==> src/hdl/spc_pkg.sv <==
package spc_pkg;

	// ------------------------------------------------------------
	// Register map
	// ------------------------------------------------------------
	localparam logic [7:0] ADDR_CTRL = 8'h00;
	localparam logic [7:0] ADDR_STAT = 8'h04;
	localparam logic [7:0] CTRL_RESET = 8'h00;

	// Control register fields.
	localparam int SLEEP_ARM_BIT = 6;
	localparam int MODE_BIT2 = 7;
	localparam int MODE_BIT1 = 5;
	localparam int MODE_BIT0 = 4;

	// Status register fields.
	localparam int STAT_SLEEPING = 0;
	localparam int STAT_ASYNC_UNDEF = 1;
	localparam int STAT_MODE_LSB = 2;

	// ------------------------------------------------------------
	// Sleep modes
	// ------------------------------------------------------------
	localparam logic [2:0] MODE_IDLE = 3'h0;
	localparam logic [2:0] MODE_NOISE = 3'h1;
	localparam logic [2:0] MODE_PDOWN = 3'h2;
	localparam logic [2:0] MODE_PSAVE = 3'h3;
	localparam logic [2:0] MODE_RSVD4 = 3'h4;
	localparam logic [2:0] MODE_RSVD5 = 3'h5;
	localparam logic [2:0] MODE_STBY = 3'h6;
	localparam logic [2:0] MODE_XSTBY = 3'h7;

	// ------------------------------------------------------------
	// Timing counts in core clock cycles
	// ------------------------------------------------------------
	localparam logic [7:0] HALT_CYCLES = 8'h04;
	localparam logic [7:0] STBY_WAKE_CYCLES = 8'h06;
	localparam logic [7:0] STARTUP_DEFAULT = 8'h06;

	// ------------------------------------------------------------
	// Clock gate vector bit positions
	// ------------------------------------------------------------
	localparam int G_CORE = 0;
	localparam int G_PMEM = 1;
	localparam int G_PERIPH = 2;
	localparam int G_CONV = 3;
	localparam int G_ASYNC = 4;
	localparam int G_MAIN_OSC = 5;
	localparam int G_TIMER_OSC = 6;
	localparam int G_WIDTH = 7;

	typedef enum logic [3:0] {
		ST_RUN = 4'h1,
		ST_SLEEP = 4'h2,
		ST_START = 4'h4,
		ST_HALT = 4'h8
	} spc_state_t;

endpackage : spc_pkg

==> src/hdl/spc_cycle_timer.sv <==
`timescale 1ns/1ps
module spc_cycle_timer #(
	parameter int W = 8
) (
	// Clock and reset
	input wire logic aclk,
	input wire logic aresetn,
	// Control
	input wire logic load,
	input wire logic [W-1:0] load_val,
	// Status
	output logic last
);

	logic [W-1:0] cnt_q;

	// A loaded count of N makes last high in the N-th cycle after load.
	always_ff @(posedge aclk) begin
		if (!aresetn) begin
			cnt_q <= '0;
		end else if (load) begin
			cnt_q <= load_val;
		end else if (cnt_q != '0) begin
			cnt_q <= cnt_q - W'(1);
		end
	end

	assign last = (cnt_q == W'(1));

endmodule : spc_cycle_timer

==> src/hdl/spc_sleep_ctrl.sv <==
// Added by the designer: the register offsets and the AXI4-Lite interface to the registers.
`timescale 1ns/1ps
// Notes on behaviour
// - Sleep entered only when the arm bit is set and the sleep strobe arrives.
// - Mode field at bits 7,5,4 selects idle, noise, down, save, standby.
// - Interrupt wake holds core four cycles after start-up, then resumes.
// - Sleep never alters registers or memory; only clocks are gated.
// - A reset during sleep wakes to the reset vector, not the handler.
// - Idle stops only core and program memory clocks.
// - In idle any enabled interrupt wakes the device.
// - Idle or noise entry with converter enabled starts a conversion.
// - Noise mode also stops the peripheral clock; converter keeps running.
// - Noise wake: conversion, two-wire match, timer, store-ready, ext lines.
// - Power-down stops main oscillator and all generated clocks.
// - Power-down wake: two-wire match, ext level lines a/b, line c.
// - Power-down wake waits the fuse-selected start-up period.
// - Power-save as power-down, plus masked async timer events when async.
// - Power-save without async clock leaves timer contents undefined.
// - Standby: power-down with main oscillator on, six-cycle wake.
// - Extended standby: power-save with main oscillator on, six-cycle wake.
// - Control register is read-write and resets to zero.
// - Power-down and power-save start-up cycles follow the start-up fuse setting.
module spc_sleep_ctrl #(
	parameter int CW = 8
) (
	// Clock and reset
	input wire logic aclk,
	input wire logic aresetn,
	// AXI4-Lite slave
	input wire logic [7:0] s_axi_awaddr,
	input wire logic s_axi_awvalid,
	output logic s_axi_awready,
	input wire logic [31:0] s_axi_wdata,
	input wire logic [3:0] s_axi_wstrb,
	input wire logic s_axi_wvalid,
	output logic s_axi_wready,
	output logic [1:0] s_axi_bresp,
	output logic s_axi_bvalid,
	input wire logic s_axi_bready,
	input wire logic [7:0] s_axi_araddr,
	input wire logic s_axi_arvalid,
	output logic s_axi_arready,
	output logic [31:0] s_axi_rdata,
	output logic [1:0] s_axi_rresp,
	output logic s_axi_rvalid,
	input wire logic s_axi_rready,
	// Core side
	input wire logic sleep_instr,
	input wire logic sys_reset_req,
	output logic core_halt,
	output logic core_resume,
	output logic reset_vector_go,
	// Fuses and straps
	input wire logic xtal_clock_opt,
	input wire logic [CW-1:0] startup_cycles,
	// Wake sources
	input wire logic irq_any,
	input wire logic adc_done_irq,
	input wire logic twi_match_irq,
	input wire logic spm_ready_irq,
	input wire logic ext_level_ab_irq,
	input wire logic ext_c_irq,
	input wire logic timer_ovf_evt,
	input wire logic timer_cmp_evt,
	input wire logic timer_ovf_mask,
	input wire logic timer_cmp_mask,
	input wire logic global_irq_en,
	input wire logic async_timer_clock_sel,
	// Converter
	input wire logic adc_enabled,
	output logic adc_start,
	// Clock gates
	output logic core_clock_en,
	output logic program_mem_clock_en,
	output logic periph_clock_en,
	output logic converter_clock_en,
	output logic async_timer_clock_en,
	output logic main_osc_en,
	output logic timer_osc_en
);

	// ------------------------------------------------------------
	// Control register and mode decode
	// ------------------------------------------------------------
	logic [7:0] ctrl_q;
	logic [2:0] mode_sel;
	logic [2:0] mode_q;
	logic mode_ok;
	logic sleep_go;
	spc_pkg::spc_state_t state_q;
	spc_pkg::spc_state_t state_d;

	assign mode_sel = {ctrl_q[spc_pkg::MODE_BIT2],
		ctrl_q[spc_pkg::MODE_BIT1], ctrl_q[spc_pkg::MODE_BIT0]};

	always_comb begin
		case (mode_sel)
			spc_pkg::MODE_RSVD4,
			spc_pkg::MODE_RSVD5: mode_ok = 1'b0;
			spc_pkg::MODE_STBY,
			spc_pkg::MODE_XSTBY: mode_ok = xtal_clock_opt;
			default: mode_ok = 1'b1;
		endcase
	end

	assign sleep_go = (state_q == spc_pkg::ST_RUN) && sleep_instr &&
		ctrl_q[spc_pkg::SLEEP_ARM_BIT] && mode_ok;

	// ------------------------------------------------------------
	// Wake qualification
	// ------------------------------------------------------------
	logic timer_q_evt;
	logic ext_wake;
	logic wake_hit;

	assign timer_q_evt = global_irq_en &&
		((timer_ovf_evt && timer_ovf_mask) ||
		(timer_cmp_evt && timer_cmp_mask));
	assign ext_wake = twi_match_irq || ext_level_ab_irq || ext_c_irq;

	always_comb begin
		case (mode_q)
			spc_pkg::MODE_IDLE: wake_hit = irq_any;
			spc_pkg::MODE_NOISE: wake_hit = ext_wake || adc_done_irq ||
				spm_ready_irq || timer_q_evt;
			spc_pkg::MODE_PSAVE,
			spc_pkg::MODE_XSTBY: wake_hit = ext_wake ||
				(async_timer_clock_sel && timer_q_evt);
			default: wake_hit = ext_wake;
		endcase
	end

	// ------------------------------------------------------------
	// Sequencer
	// ------------------------------------------------------------
	logic tmr_load;
	logic [CW-1:0] tmr_val;
	logic tmr_last;
	logic [CW-1:0] startup_n;

	// A zero fuse count would stall the timer, so it is held at one.
	assign startup_n = (startup_cycles == '0) ? CW'(1) : startup_cycles;

	always_comb begin
		state_d = state_q;
		tmr_load = 1'b0;
		tmr_val = CW'(spc_pkg::HALT_CYCLES);
		case (state_q)
			spc_pkg::ST_RUN: begin
				if (sleep_go) begin
					state_d = spc_pkg::ST_SLEEP;
				end
			end
			spc_pkg::ST_SLEEP: begin
				if (wake_hit) begin
					tmr_load = 1'b1;
					case (mode_q)
						spc_pkg::MODE_PDOWN,
						spc_pkg::MODE_PSAVE: begin
							state_d = spc_pkg::ST_START;
							tmr_val = startup_n;
						end
						spc_pkg::MODE_STBY,
						spc_pkg::MODE_XSTBY: begin
							state_d = spc_pkg::ST_START;
							tmr_val = CW'(spc_pkg::STBY_WAKE_CYCLES);
						end
						default: state_d = spc_pkg::ST_HALT;
					endcase
				end
			end
			spc_pkg::ST_START: begin
				if (tmr_last) begin
					tmr_load = 1'b1;
					state_d = spc_pkg::ST_HALT;
				end
			end
			spc_pkg::ST_HALT: begin
				if (tmr_last) begin
					state_d = spc_pkg::ST_RUN;
				end
			end
			default: state_d = spc_pkg::ST_RUN;
		endcase
		if (sys_reset_req) begin
			state_d = spc_pkg::ST_RUN;
		end
	end

	spc_cycle_timer #(
		.W(CW)
	) u_timer (
		.aclk(aclk),
		.aresetn(aresetn),
		.load(tmr_load),
		.load_val(tmr_val),
		.last(tmr_last)
	);

	always_ff @(posedge aclk) begin
		if (!aresetn) begin
			state_q <= spc_pkg::ST_RUN;
			mode_q <= spc_pkg::MODE_IDLE;
		end else begin
			state_q <= state_d;
			if (sleep_go) begin
				mode_q <= mode_sel;
			end
		end
	end

	// Core and converter strobes; the handler itself is the core's business.
	always_ff @(posedge aclk) begin
		if (!aresetn) begin
			core_resume <= 1'b0;
			reset_vector_go <= 1'b0;
			adc_start <= 1'b0;
		end else begin
			core_resume <= (state_q == spc_pkg::ST_HALT) && tmr_last &&
				!sys_reset_req;
			reset_vector_go <= sys_reset_req &&
				(state_q != spc_pkg::ST_RUN);
			adc_start <= sleep_go && adc_enabled &&
				(mode_sel == spc_pkg::MODE_IDLE ||
				mode_sel == spc_pkg::MODE_NOISE);
		end
	end

	assign core_halt = (state_q != spc_pkg::ST_RUN);

	// ------------------------------------------------------------
	// Clock gating
	// ------------------------------------------------------------
	logic [spc_pkg::G_WIDTH-1:0] gate_d;
	logic [spc_pkg::G_WIDTH-1:0] gate_q;
	logic as_sel;

	assign as_sel = async_timer_clock_sel;

	// Gates are computed from the next state so they change with it.
	// Registers and memory stay powered; only their clocks stop.
	always_comb begin
		gate_d = '0;
		gate_d[spc_pkg::G_TIMER_OSC] = as_sel;
		case (state_d)
			spc_pkg::ST_SLEEP: begin
				case (mode_sel_eff(state_q, mode_sel, mode_q))
					spc_pkg::MODE_IDLE: begin
						gate_d[spc_pkg::G_PERIPH] = 1'b1;
						gate_d[spc_pkg::G_CONV] = 1'b1;
						gate_d[spc_pkg::G_ASYNC] = 1'b1;
						gate_d[spc_pkg::G_MAIN_OSC] = 1'b1;
					end
					spc_pkg::MODE_NOISE: begin
						gate_d[spc_pkg::G_CONV] = 1'b1;
						gate_d[spc_pkg::G_ASYNC] = 1'b1;
						gate_d[spc_pkg::G_MAIN_OSC] = 1'b1;
					end
					spc_pkg::MODE_PSAVE: begin
						gate_d[spc_pkg::G_ASYNC] = as_sel;
					end
					spc_pkg::MODE_STBY: begin
						gate_d[spc_pkg::G_MAIN_OSC] = 1'b1;
						gate_d[spc_pkg::G_TIMER_OSC] = 1'b0;
					end
					spc_pkg::MODE_XSTBY: begin
						gate_d[spc_pkg::G_ASYNC] = as_sel;
						gate_d[spc_pkg::G_MAIN_OSC] = 1'b1;
					end
					default: begin
						gate_d[spc_pkg::G_TIMER_OSC] = 1'b0;
					end
				endcase
			end
			spc_pkg::ST_START: begin
				gate_d[spc_pkg::G_MAIN_OSC] = 1'b1;
				gate_d[spc_pkg::G_ASYNC] = as_sel;
			end
			spc_pkg::ST_HALT: begin
				gate_d = {as_sel, 1'b1, as_sel, 3'h7, 1'b0};
			end
			default: begin
				gate_d = {as_sel, 1'b1, as_sel, 4'hF};
			end
		endcase
	end

	function automatic logic [2:0] mode_sel_eff(
		input spc_pkg::spc_state_t st,
		input logic [2:0] live, input logic [2:0] held);
		mode_sel_eff = (st == spc_pkg::ST_RUN) ? live : held;
	endfunction : mode_sel_eff

	always_ff @(posedge aclk) begin
		if (!aresetn) begin
			gate_q <= {1'b0, 1'b1, 1'b0, 4'hF};
		end else begin
			gate_q <= gate_d;
		end
	end

	assign core_clock_en = gate_q[spc_pkg::G_CORE];
	assign program_mem_clock_en = gate_q[spc_pkg::G_PMEM];
	assign periph_clock_en = gate_q[spc_pkg::G_PERIPH];
	assign converter_clock_en = gate_q[spc_pkg::G_CONV];
	assign async_timer_clock_en = gate_q[spc_pkg::G_ASYNC];
	assign main_osc_en = gate_q[spc_pkg::G_MAIN_OSC];
	assign timer_osc_en = gate_q[spc_pkg::G_TIMER_OSC];

	// ------------------------------------------------------------
	// AXI4-Lite slave
	// ------------------------------------------------------------
	logic aw_have_q;
	logic w_have_q;
	logic [7:0] aw_addr_q;
	logic [31:0] w_data_q;
	logic [3:0] w_strb_q;
	logic do_write;
	logic [7:0] wr_addr;
	logic [31:0] wr_data;
	logic [3:0] wr_strb;
	logic async_undef_q;
	logic undef_set;

	assign s_axi_awready = !aw_have_q && !s_axi_bvalid;
	assign s_axi_wready = !w_have_q && !s_axi_bvalid;
	assign wr_addr = aw_have_q ? aw_addr_q : s_axi_awaddr;
	assign wr_data = w_have_q ? w_data_q : s_axi_wdata;
	assign wr_strb = w_have_q ? w_strb_q : s_axi_wstrb;
	assign do_write = (aw_have_q || (s_axi_awvalid && s_axi_awready)) &&
		(w_have_q || (s_axi_wvalid && s_axi_wready));

	always_ff @(posedge aclk) begin
		if (!aresetn) begin
			aw_have_q <= 1'b0;
			w_have_q <= 1'b0;
			aw_addr_q <= 8'h00;
			w_data_q <= 32'h0000_0000;
			w_strb_q <= 4'h0;
			s_axi_bvalid <= 1'b0;
			s_axi_bresp <= 2'h0;
		end else begin
			if (do_write) begin
				aw_have_q <= 1'b0;
				w_have_q <= 1'b0;
				s_axi_bvalid <= 1'b1;
				s_axi_bresp <= (wr_addr == spc_pkg::ADDR_CTRL ||
					wr_addr == spc_pkg::ADDR_STAT) ? 2'h0 : 2'h3;
			end else begin
				if (s_axi_awvalid && s_axi_awready) begin
					aw_have_q <= 1'b1;
					aw_addr_q <= s_axi_awaddr;
				end
				if (s_axi_wvalid && s_axi_wready) begin
					w_have_q <= 1'b1;
					w_data_q <= s_axi_wdata;
					w_strb_q <= s_axi_wstrb;
				end
				if (s_axi_bready) begin
					s_axi_bvalid <= 1'b0;
				end
			end
		end
	end

	// Any core reset also returns the control register to zero.
	always_ff @(posedge aclk) begin
		if (!aresetn) begin
			ctrl_q <= spc_pkg::CTRL_RESET;
		end else if (sys_reset_req) begin
			ctrl_q <= spc_pkg::CTRL_RESET;
		end else if (do_write && wr_addr == spc_pkg::ADDR_CTRL &&
			wr_strb[0]) begin
			ctrl_q <= wr_data[7:0];
		end
	end

	// Set wins over a clear in the same cycle.
	assign undef_set = (state_q == spc_pkg::ST_SLEEP) && wake_hit &&
		(mode_q == spc_pkg::MODE_PSAVE) && !async_timer_clock_sel;

	always_ff @(posedge aclk) begin
		if (!aresetn) begin
			async_undef_q <= 1'b0;
		end else if (undef_set) begin
			async_undef_q <= 1'b1;
		end else if (do_write && wr_addr == spc_pkg::ADDR_STAT &&
			wr_strb[0] && wr_data[spc_pkg::STAT_ASYNC_UNDEF]) begin
			async_undef_q <= 1'b0;
		end
	end

	always_ff @(posedge aclk) begin
		if (!aresetn) begin
			s_axi_rvalid <= 1'b0;
			s_axi_rdata <= 32'h0000_0000;
			s_axi_rresp <= 2'h0;
		end else if (s_axi_arvalid && s_axi_arready) begin
			s_axi_rvalid <= 1'b1;
			s_axi_rresp <= 2'h0;
			case (s_axi_araddr)
				spc_pkg::ADDR_CTRL: s_axi_rdata <= {24'h000000, ctrl_q};
				spc_pkg::ADDR_STAT: s_axi_rdata <= {27'h0, mode_q,
					async_undef_q, core_halt};
				default: begin
					s_axi_rdata <= 32'h0000_0000;
					s_axi_rresp <= 2'h3;
				end
			endcase
		end else if (s_axi_rready) begin
			s_axi_rvalid <= 1'b0;
		end
	end

	assign s_axi_arready = !s_axi_rvalid;

	// ------------------------------------------------------------
	// Checks
	// ------------------------------------------------------------
	chk_unarmed_no_sleep: assert property (
		@(posedge aclk) disable iff (!aresetn)
		(state_q == spc_pkg::ST_RUN && sleep_instr &&
		!ctrl_q[spc_pkg::SLEEP_ARM_BIT]) |=> state_q == spc_pkg::ST_RUN)
		else $error("sleep entered while disarmed");

	chk_reserved_refused: assert property (
		@(posedge aclk) disable iff (!aresetn)
		(state_q == spc_pkg::ST_RUN && !mode_ok) |=>
		state_q == spc_pkg::ST_RUN)
		else $error("sleep entered with refused mode");

	chk_halt_four: assert property (
		@(posedge aclk) disable iff (!aresetn || sys_reset_req)
		$rose(state_q == spc_pkg::ST_HALT) |->
		(state_q == spc_pkg::ST_HALT)[*4] ##1
		(core_resume && state_q == spc_pkg::ST_RUN))
		else $error("halt length wrong");

	chk_idle_gates: assert property (
		@(posedge aclk) disable iff (!aresetn)
		(state_q == spc_pkg::ST_SLEEP && mode_q == spc_pkg::MODE_IDLE) |->
		(!core_clock_en && !program_mem_clock_en && periph_clock_en &&
		converter_clock_en))
		else $error("idle gating wrong");

	chk_pdown_gates: assert property (
		@(posedge aclk) disable iff (!aresetn)
		(state_q == spc_pkg::ST_SLEEP && mode_q == spc_pkg::MODE_PDOWN) |->
		(gate_q == '0))
		else $error("power-down gating wrong");

	chk_reset_wake: assert property (
		@(posedge aclk) disable iff (!aresetn)
		(sys_reset_req && state_q != spc_pkg::ST_RUN) |=>
		(reset_vector_go && state_q == spc_pkg::ST_RUN && !core_resume))
		else $error("reset during sleep mishandled");

	chk_adc_start: assert property (
		@(posedge aclk) disable iff (!aresetn)
		(sleep_go && adc_enabled && mode_sel == spc_pkg::MODE_NOISE) |=>
		(adc_start && state_q == spc_pkg::ST_SLEEP))
		else $error("conversion not started");

	chk_standby_six: assert property (
		@(posedge aclk) disable iff (!aresetn || sys_reset_req)
		($rose(state_q == spc_pkg::ST_START) &&
		mode_q == spc_pkg::MODE_STBY) |->
		(state_q == spc_pkg::ST_START)[*6] ##1
		(state_q == spc_pkg::ST_HALT))
		else $error("standby wake length wrong");

endmodule : spc_sleep_ctrl

==> config.mk <==
export PLATFORM = sky130hd
export DESIGN_NAME = spc_sleep_ctrl
export DESIGN_NICKNAME = d
export VERILOG_FILES = /design/src/hdl/spc_pkg.sv /design/src/hdl/spc_cycle_timer.sv /design/src/hdl/spc_sleep_ctrl.sv
export SDC_FILE = /design/constraint.sdc
export NUM_CORES = 1
export LEC_CHECK = 0
export BUFFER_PORTS_ARGS = -buffer_cell sky130_fd_sc_hd__buf_2
export CORE_AREA = 2 2 90 92
export CTS_CLUSTER_SIZE = 8
export DETAILED_ROUTE_END_ITERATION = 8
export DIE_AREA = 0 0 92 94
export PLACE_DENSITY = 0.74
export SLEW_MARGIN = 10
export SYNTH_ARGS = -nofsm -noshare
export SYNTH_HDL_FRONTEND = slang
export SYNTH_HIERARCHICAL = 1
export SYNTH_SLANG_ARGS = --single-unit
==> constraint.sdc <==
create_clock -name aclk -period 2.9 [get_ports aclk]
set_input_delay 0.58 -clock aclk [delete_from_list [all_inputs] [get_ports aclk]]
set_output_delay 0.58 -clock aclk [all_outputs]
set_load 0.005 [all_outputs]
==> flow_metrics.tcl, run 1 <==
set metrics [dict create \
    r2r_slack_ns 0.49 \
    die-area_um2 8650 \
    place.detailed.hpwl_um 5640 \
    grt_usage_pct 17.9 \
    worstSetupPathType "register to register" \
    setup_total_negative_slack_ns 0 \
    origin_of_the_worst_setup_path "mode_q[1]" \
    gp_routability_congestion 0.832 \
    synth_ff_type "dfxtp_1" \
    final_design_area_no_fill_um2 3980 \
    syn-cell-area_um2 3370 \
    timing.clock.skew_ns 0.00788 \
    global_route_congestion_overflow_total 0 \
    dr_total_vias 2802 \
    fp.dieW_um 92 \
    areaGrowthSynthToFinish_pct 18.2 \
    timing_hold_violations_final 0 \
    final_antenna_net_count 0 \
    timing.final.crit_share_pct 83.2 \
    detailedRoute.firstPassIterationCount 4 \
    max_clock_freq_ghz 0.415 \
    mostFrequentLayoutCells "83 x buf_2, 65 x nor2_1, 65 x dfxtp_1" \
    synth.yosys.seq_area_share_pct 38.7 \
    cts_hold_buf 0 \
    path_clk_slew_ns 0.08 \
    layout.filler_cells 737 \
    portBuffers 83 \
    cp.required_ns 3.16 \
    post_cts_buffers 0 \
    number_of_buffers_created_by_cts 9 \
    start_util_pct 44.2 \
    synth.avg_cell_area_um2 9.00 \
    tritoncts_clock_tree "done" \
    rows 32 \
    worst_pin_slew_ns 0.644 \
    crit_end "u_timer/cnt_q[3]" \
    rsz0062_at_grt "false" \
    preCtsSetupSlack_ns 0.475 \
    clock_latency_ns 0.35 \
    worstPathMaxFanout 11 \
    report.final.setup_viol 0 \
    yosysUniqueCellTypes 61 \
    final.min_clock_period_ns 2.41 \
    cts-root-buf "clkbuf_8" \
    crit-reg2reg-launch "mode_q[1]" \
    vdd_drop_max_v 0.000380 \
    layout_commonest_cell "buf_2" \
    design.core.area_um2 7610 \
    async_flop_share_pct 0 \
    via_per_inst 5.01 \
    layout_setup_ws_ns 0.489 \
    critPathCaptureType "register" \
    timing.hold.ws_ns 0.403 \
    ys_warn_count 6 \
    power-per-cell-area_nw_per_um2 607 \
    detailed_place.area_um2 3750 \
    grt_max_degree 22 \
    status "completed" \
    drive_above_1_share_pct 28.9 \
    postSynthCellCount 374 \
    max_cap_viol_count 0 \
    cts_max_path_buffers 2 \
    synth-edff-count 0 \
    die_height_um 94 \
    detailedRoute.firstIterationViolations 101 \
    power.leakage_nw 1.79 \
    vias_in_the_first_global_route 2627 \
    post_cts.resized_instances 0 \
    ys_ff_latch 65 \
    cts_max_level 3 \
    hold_path.class "input pin to register" \
    antenna_diode_count 0 \
    drc 0 \
    timing.critical_path.from_type "register" \
    global_route_wire_length_before_repair_um 12300 \
    r2r_end "u_timer/cnt_q[3]" \
    postRouteWirelength_um 7460 \
    number_of_pins_with_negative_max_slew_slack_in_the_final_report 0 \
    clkSinkCount 65 \
    nets 538 \
    grt_antenna_before_repair 0 \
    io_pins 135 \
    wl_per_cell_um 13.3 \
    slew_headroom_pct 57.1 \
    timing.reg2reg.worst_path_depth 9 \
    timing.critical_path.arrival_ns 2.68 \
]
per-layer routing:
metal  routed length (µm)  up-vias  part of all wire (%)  global-route usage (%)
met5                    0        -                     0                       0
met2                 3610       88                    48                    30.1
met1                 3300     1294                    44                    22.7
li1                     -     1409                     -                       -
met4                  114        0                   1.5                    6.97
met3                  432       11                   5.8                    3.69
Yosys cell counts (all sizes together) (2+ instances only):
cell type | number | area (µm²)
nor2b | 3 | 18.8
buf | 34 | 240
a211oi | 16 | 150
nand2 | 24 | 95.1
o211ai | 2 | 15.0
nand2b | 4 | 25.0
clkbuf | 9 | 35.0
nor4b | 3 | 62.6
xnor2 | 4 | 35.0
and2 | 7 | 43.8
inv | 10 | 37.5
dfxtp | 65 | 1300
o22ai | 3 | 18.8
mux2i | 31 | 310
a2111oi | 2 | 36.3
nor2 | 65 | 244
nor3b | 5 | 42.5
ha | 3 | 37.5
and3 | 3 | 20.0
mux2 | 6 | 67.6
nand3b | 4 | 30.0
nor3 | 12 | 70.1
a22oi | 9 | 67.6
nor4 | 7 | 65.1
or4 | 2 | 15.0
o21ai | 9 | 45.0
nand3 | 2 | 10.0
a21oi | 7 | 35.0
xor2 | 5 | 43.8
logic make-up after synthesis:
kind of cell,Yosys count,share of synthesized area [%]
AO/OA/AOI/OAI,57,13.3
XOR/XNOR,9,2.34
adder cells (fa/ha/maj),3,1.12
buffers and inverters,54,9.40
flip-flops,65,38.7
multiplexers,37,11.2
other,1,0.111
AND/OR/NAND/NOR,148,23.9
layout make-up:
class | instances | area [µm²] | area share [%]
Clock buffer | 10 | 138 | 3.46
Inverter | 11 | 41.3 | 1.04
Multi-Input combinational cell | 278 | 1830 | 46.1
Timing Repair Buffer | 87 | 445 | 11.2
Tap cell | 102 | 128 | 3.21
Clock inverter | 6 | 91.3 | 2.30
Sequential cell | 65 | 1300 | 32.7
power by group:
part	total, mW	internal (mW)	switching [mW]
registers	1.03	0.955	0.0783
clock network	0.880	0.510	0.370
logic	0.503	0.250	0.252
registers in the layout (all words and copies together) (netlist names):
signal	count
adc_start	1
async_undef_q	1
aw_addr_q	8
aw_have_q	1
core_resume	1
ctrl_q	8
gate_q	7
mode_q	3
reset_vector_go	1
s_axi_bresp	1
s_axi_bvalid	1
s_axi_rdata	8
s_axi_rresp	1
s_axi_rvalid	1
state_q	4
u_timer/cnt_q	8
w_data_q	8
w_have_q	1
w_strb_q	1
worst min-delay path by stage:
stage                   startpoint             end  slack [ns]  cells past startpoint
global placement    s_axi_rresp[0]  s_axi_rresp[0]        0.46                      2
detailed placement  s_axi_rresp[0]  s_axi_rresp[0]        0.47                      2
global route          s_axi_rready    s_axi_rvalid        0.39                      2
CTS                   s_axi_rready    s_axi_rvalid        0.39                      2
finish                s_axi_rready    s_axi_rvalid        0.40                      2
floorplan                ctrl_q[1]       ctrl_q[1]        0.46                      2
per-stage QoR:
step,util (%),cells,power (mW)
2_1_floorplan,-,397,1.45
3_3_place_gp,49.3,543,1.54
3_5_place_dp,49.3,543,1.56
4_1_cts,52.3,559,2.44
5_1_grt,52.3,559,2.55
6_report,52.3,559,2.42
worst max-delay path, stage by stage, from the launching register on:
cell and delay (ns):
dfxtp_1 0.44, or2_2 0.37, a31oi_1 0.22, o21ai_0 0.14
o22a_1 0.20, nor3_1 0.30, inv_2 0.19, nand4_2 0.15
nand2_2 0.13, a211oi_1 0.18
(Power assumes the default switching activity.)
==> inputs of run 2 (changes only) <==
clock period = 2.41 ns   (was 2.9 ns; I/O delays follow)
==> run 2 against run 1 <==
Compared with the run above: wire length is 1.8% lower; clock power is 6.9% higher; clock skew hardly changed; first-iteration DRC count is 19% lower; global-route usage is 0.35 points lower; non-clock buffer count is 9 higher; highest routed layer unchanged; utilization is 0.64 points higher; largest cell class unchanged; register-to-register slack worse by 0.24 ns; worst hold slack worse by 0.088 ns.
==> flow_metrics.tcl, run 2 (same netlist as run 1, synthesis figures left out) <==
set metrics [dict create \
    clock_latency_ns 0.34 \
    global_route_congestion_overflow_total 0 \
    dr_total_vias 2803 \
    path_clk_slew_ns 0.07 \
    cts-root-buf "clkbuf_8" \
    worstSetupPathType "register to output pin" \
    start_util_pct 44.2 \
    finish.cell_count_without_fillers 568 \
    timing.clock.skew_ns 0.00775 \
    die-area_um2 8650 \
    clkSinkCount 65 \
    portBuffers 83 \
    rsz0062_at_grt "false" \
    hold_path.class "input pin to register" \
    antenna_diode_count 0 \
    io_pins 135 \
    drc 0 \
    status "completed" \
    wl_per_cell_um 12.9 \
    die_height_um 94 \
    final.min_clock_period_ns 2.19 \
    rows 32 \
    design.core.area_um2 7610 \
    number_of_pins_with_negative_max_slew_slack_in_the_final_report 0 \
    cts_max_path_buffers 2 \
    timing.reg2reg.worst_path_depth 10 \
    global_route_wire_length_before_repair_um 12100 \
    numPlacedInstances 552 \
    report.final.setup_viol 0 \
    nets 547 \
    vias_in_the_first_global_route 2666 \
    grt_max_degree 16 \
    number_of_buffers_created_by_cts 9 \
    timing.critical_path.from_type "register" \
    cp.required_ns 1.93 \
    slew_headroom_pct 58.6 \
    max_clock_freq_ghz 0.457 \
    postRouteWirelength_um 7330 \
    vdd_drop_max_v 0.000373 \
    setup_total_negative_slack_ns 0 \
    gp_routability_congestion 0.841 \
    timing.hold.ws_ns 0.315 \
    fp.dieW_um 92 \
    tritoncts_clock_tree "done" \
    timing.critical_path.arrival_ns 1.71 \
    postLayoutCoreUtil_pct 52.9 \
    worst_pin_slew_ns 0.617 \
    timing_hold_violations_final 0 \
    place.detailed.hpwl_um 5700 \
    power.leakage_nw 1.82 \
    grt_usage_pct 17.6 \
    cts_max_level 3 \
    max_cap_viol_count 0 \
    timing.final.crit_share_pct 90.8 \
    via_per_inst 4.93 \
    layout_commonest_cell "buf_2" \
    hold_path_depth 2 \
    worstPathMaxFanout 9 \
    drive_above_1_share_pct 30.5 \
    power-per-cell-area_nw_per_um2 697 \
    critPathCaptureType "output pin" \
    areaGrowthSynthToFinish_pct 19.7 \
    final_antenna_net_count 0 \
    mostFrequentLayoutCells "83 x buf_2, 65 x nor2_1, 65 x dfxtp_1" \
    totalPowerFinal_mw 2.81 \
    grt_antenna_before_repair 0 \
    detailedRoute.firstIterationViolations 82 \
    detailedRoute.firstPassIterationCount 4 \
    post_cts_buffers 0 \
]
run 2: cell types whose count changed in the layout (fill, tap and decap cells not counted), sizes merged:
cell / before / now
bufinv: 2 / 1
clkinvlp: 0 / 2
clkinv: 5 / 4
buf: 87 / 96
run 2: final timing paths:
path	slack, ns	endpoint	startpoint
hold reg to reg	0.47	s_axi_rresp[0]	s_axi_rresp[0]
setup reg to reg	0.25	u_timer/cnt_q[3]	u_timer/cnt_q[4]
hold / removal	0.31	s_axi_rvalid	s_axi_rready
setup / recovery	0.22	core_halt	state_q[0]
run 2: critical path, stage by stage (launching register included):
cell and delay [ns]:
dfxtp_1 0.49, nor4b_4 0.49, inv_1 0.20, buf_2 0.18
run 2: metrics by stage:
step	worst slack, ns	cell area (µm²)
floorplan	0.341	3450
global placement	0.219	3820
detailed placement	0.139	3820
CTS	0.163	4020
global route	0.0887	4030
finish	0.222	4030
run 2: area by class of cell:
class | instances | area, µm²
multi-input cells | 278 | 1840
clock buffers | 10 | 138
inverters | 11 | 41.3
well taps | 102 | 128
repair buffers | 96 | 513
clock inverters | 6 | 67.6
flip-flops and latches | 65 | 1300
fillers | 736 | 3580
run 2: timing repair:
item,4_1_cts,5_1_grt
endpoints found under the hold margin,0,0
hold buffers,0,0
gates resized for setup,0,1
setup endpoints to repair,0,1
run 2: power by group:
part | internal, mW | total, mW | leakage (nW) | switching [mW]
sequential | 1.15 | 1.24 | 0.529 | 0.0870
combinational | 0.319 | 0.631 | 1.19 | 0.313
clock | 0.507 | 0.941 | 0.0985 | 0.434
total | 1.97 | 2.81 | 1.82 | 0.834
run 2: layer usage:
metal / vias up / part of all wire [%] / GRT usage, %
met1: 1282 / 45 / 20.7
li1: 1431 / - / -
met4: 0 / 1.0 / 5.35
met3: 8 / 5.9 / 4.98
met2: 82 / 48 / 31.1
met5: - / 0 / 0
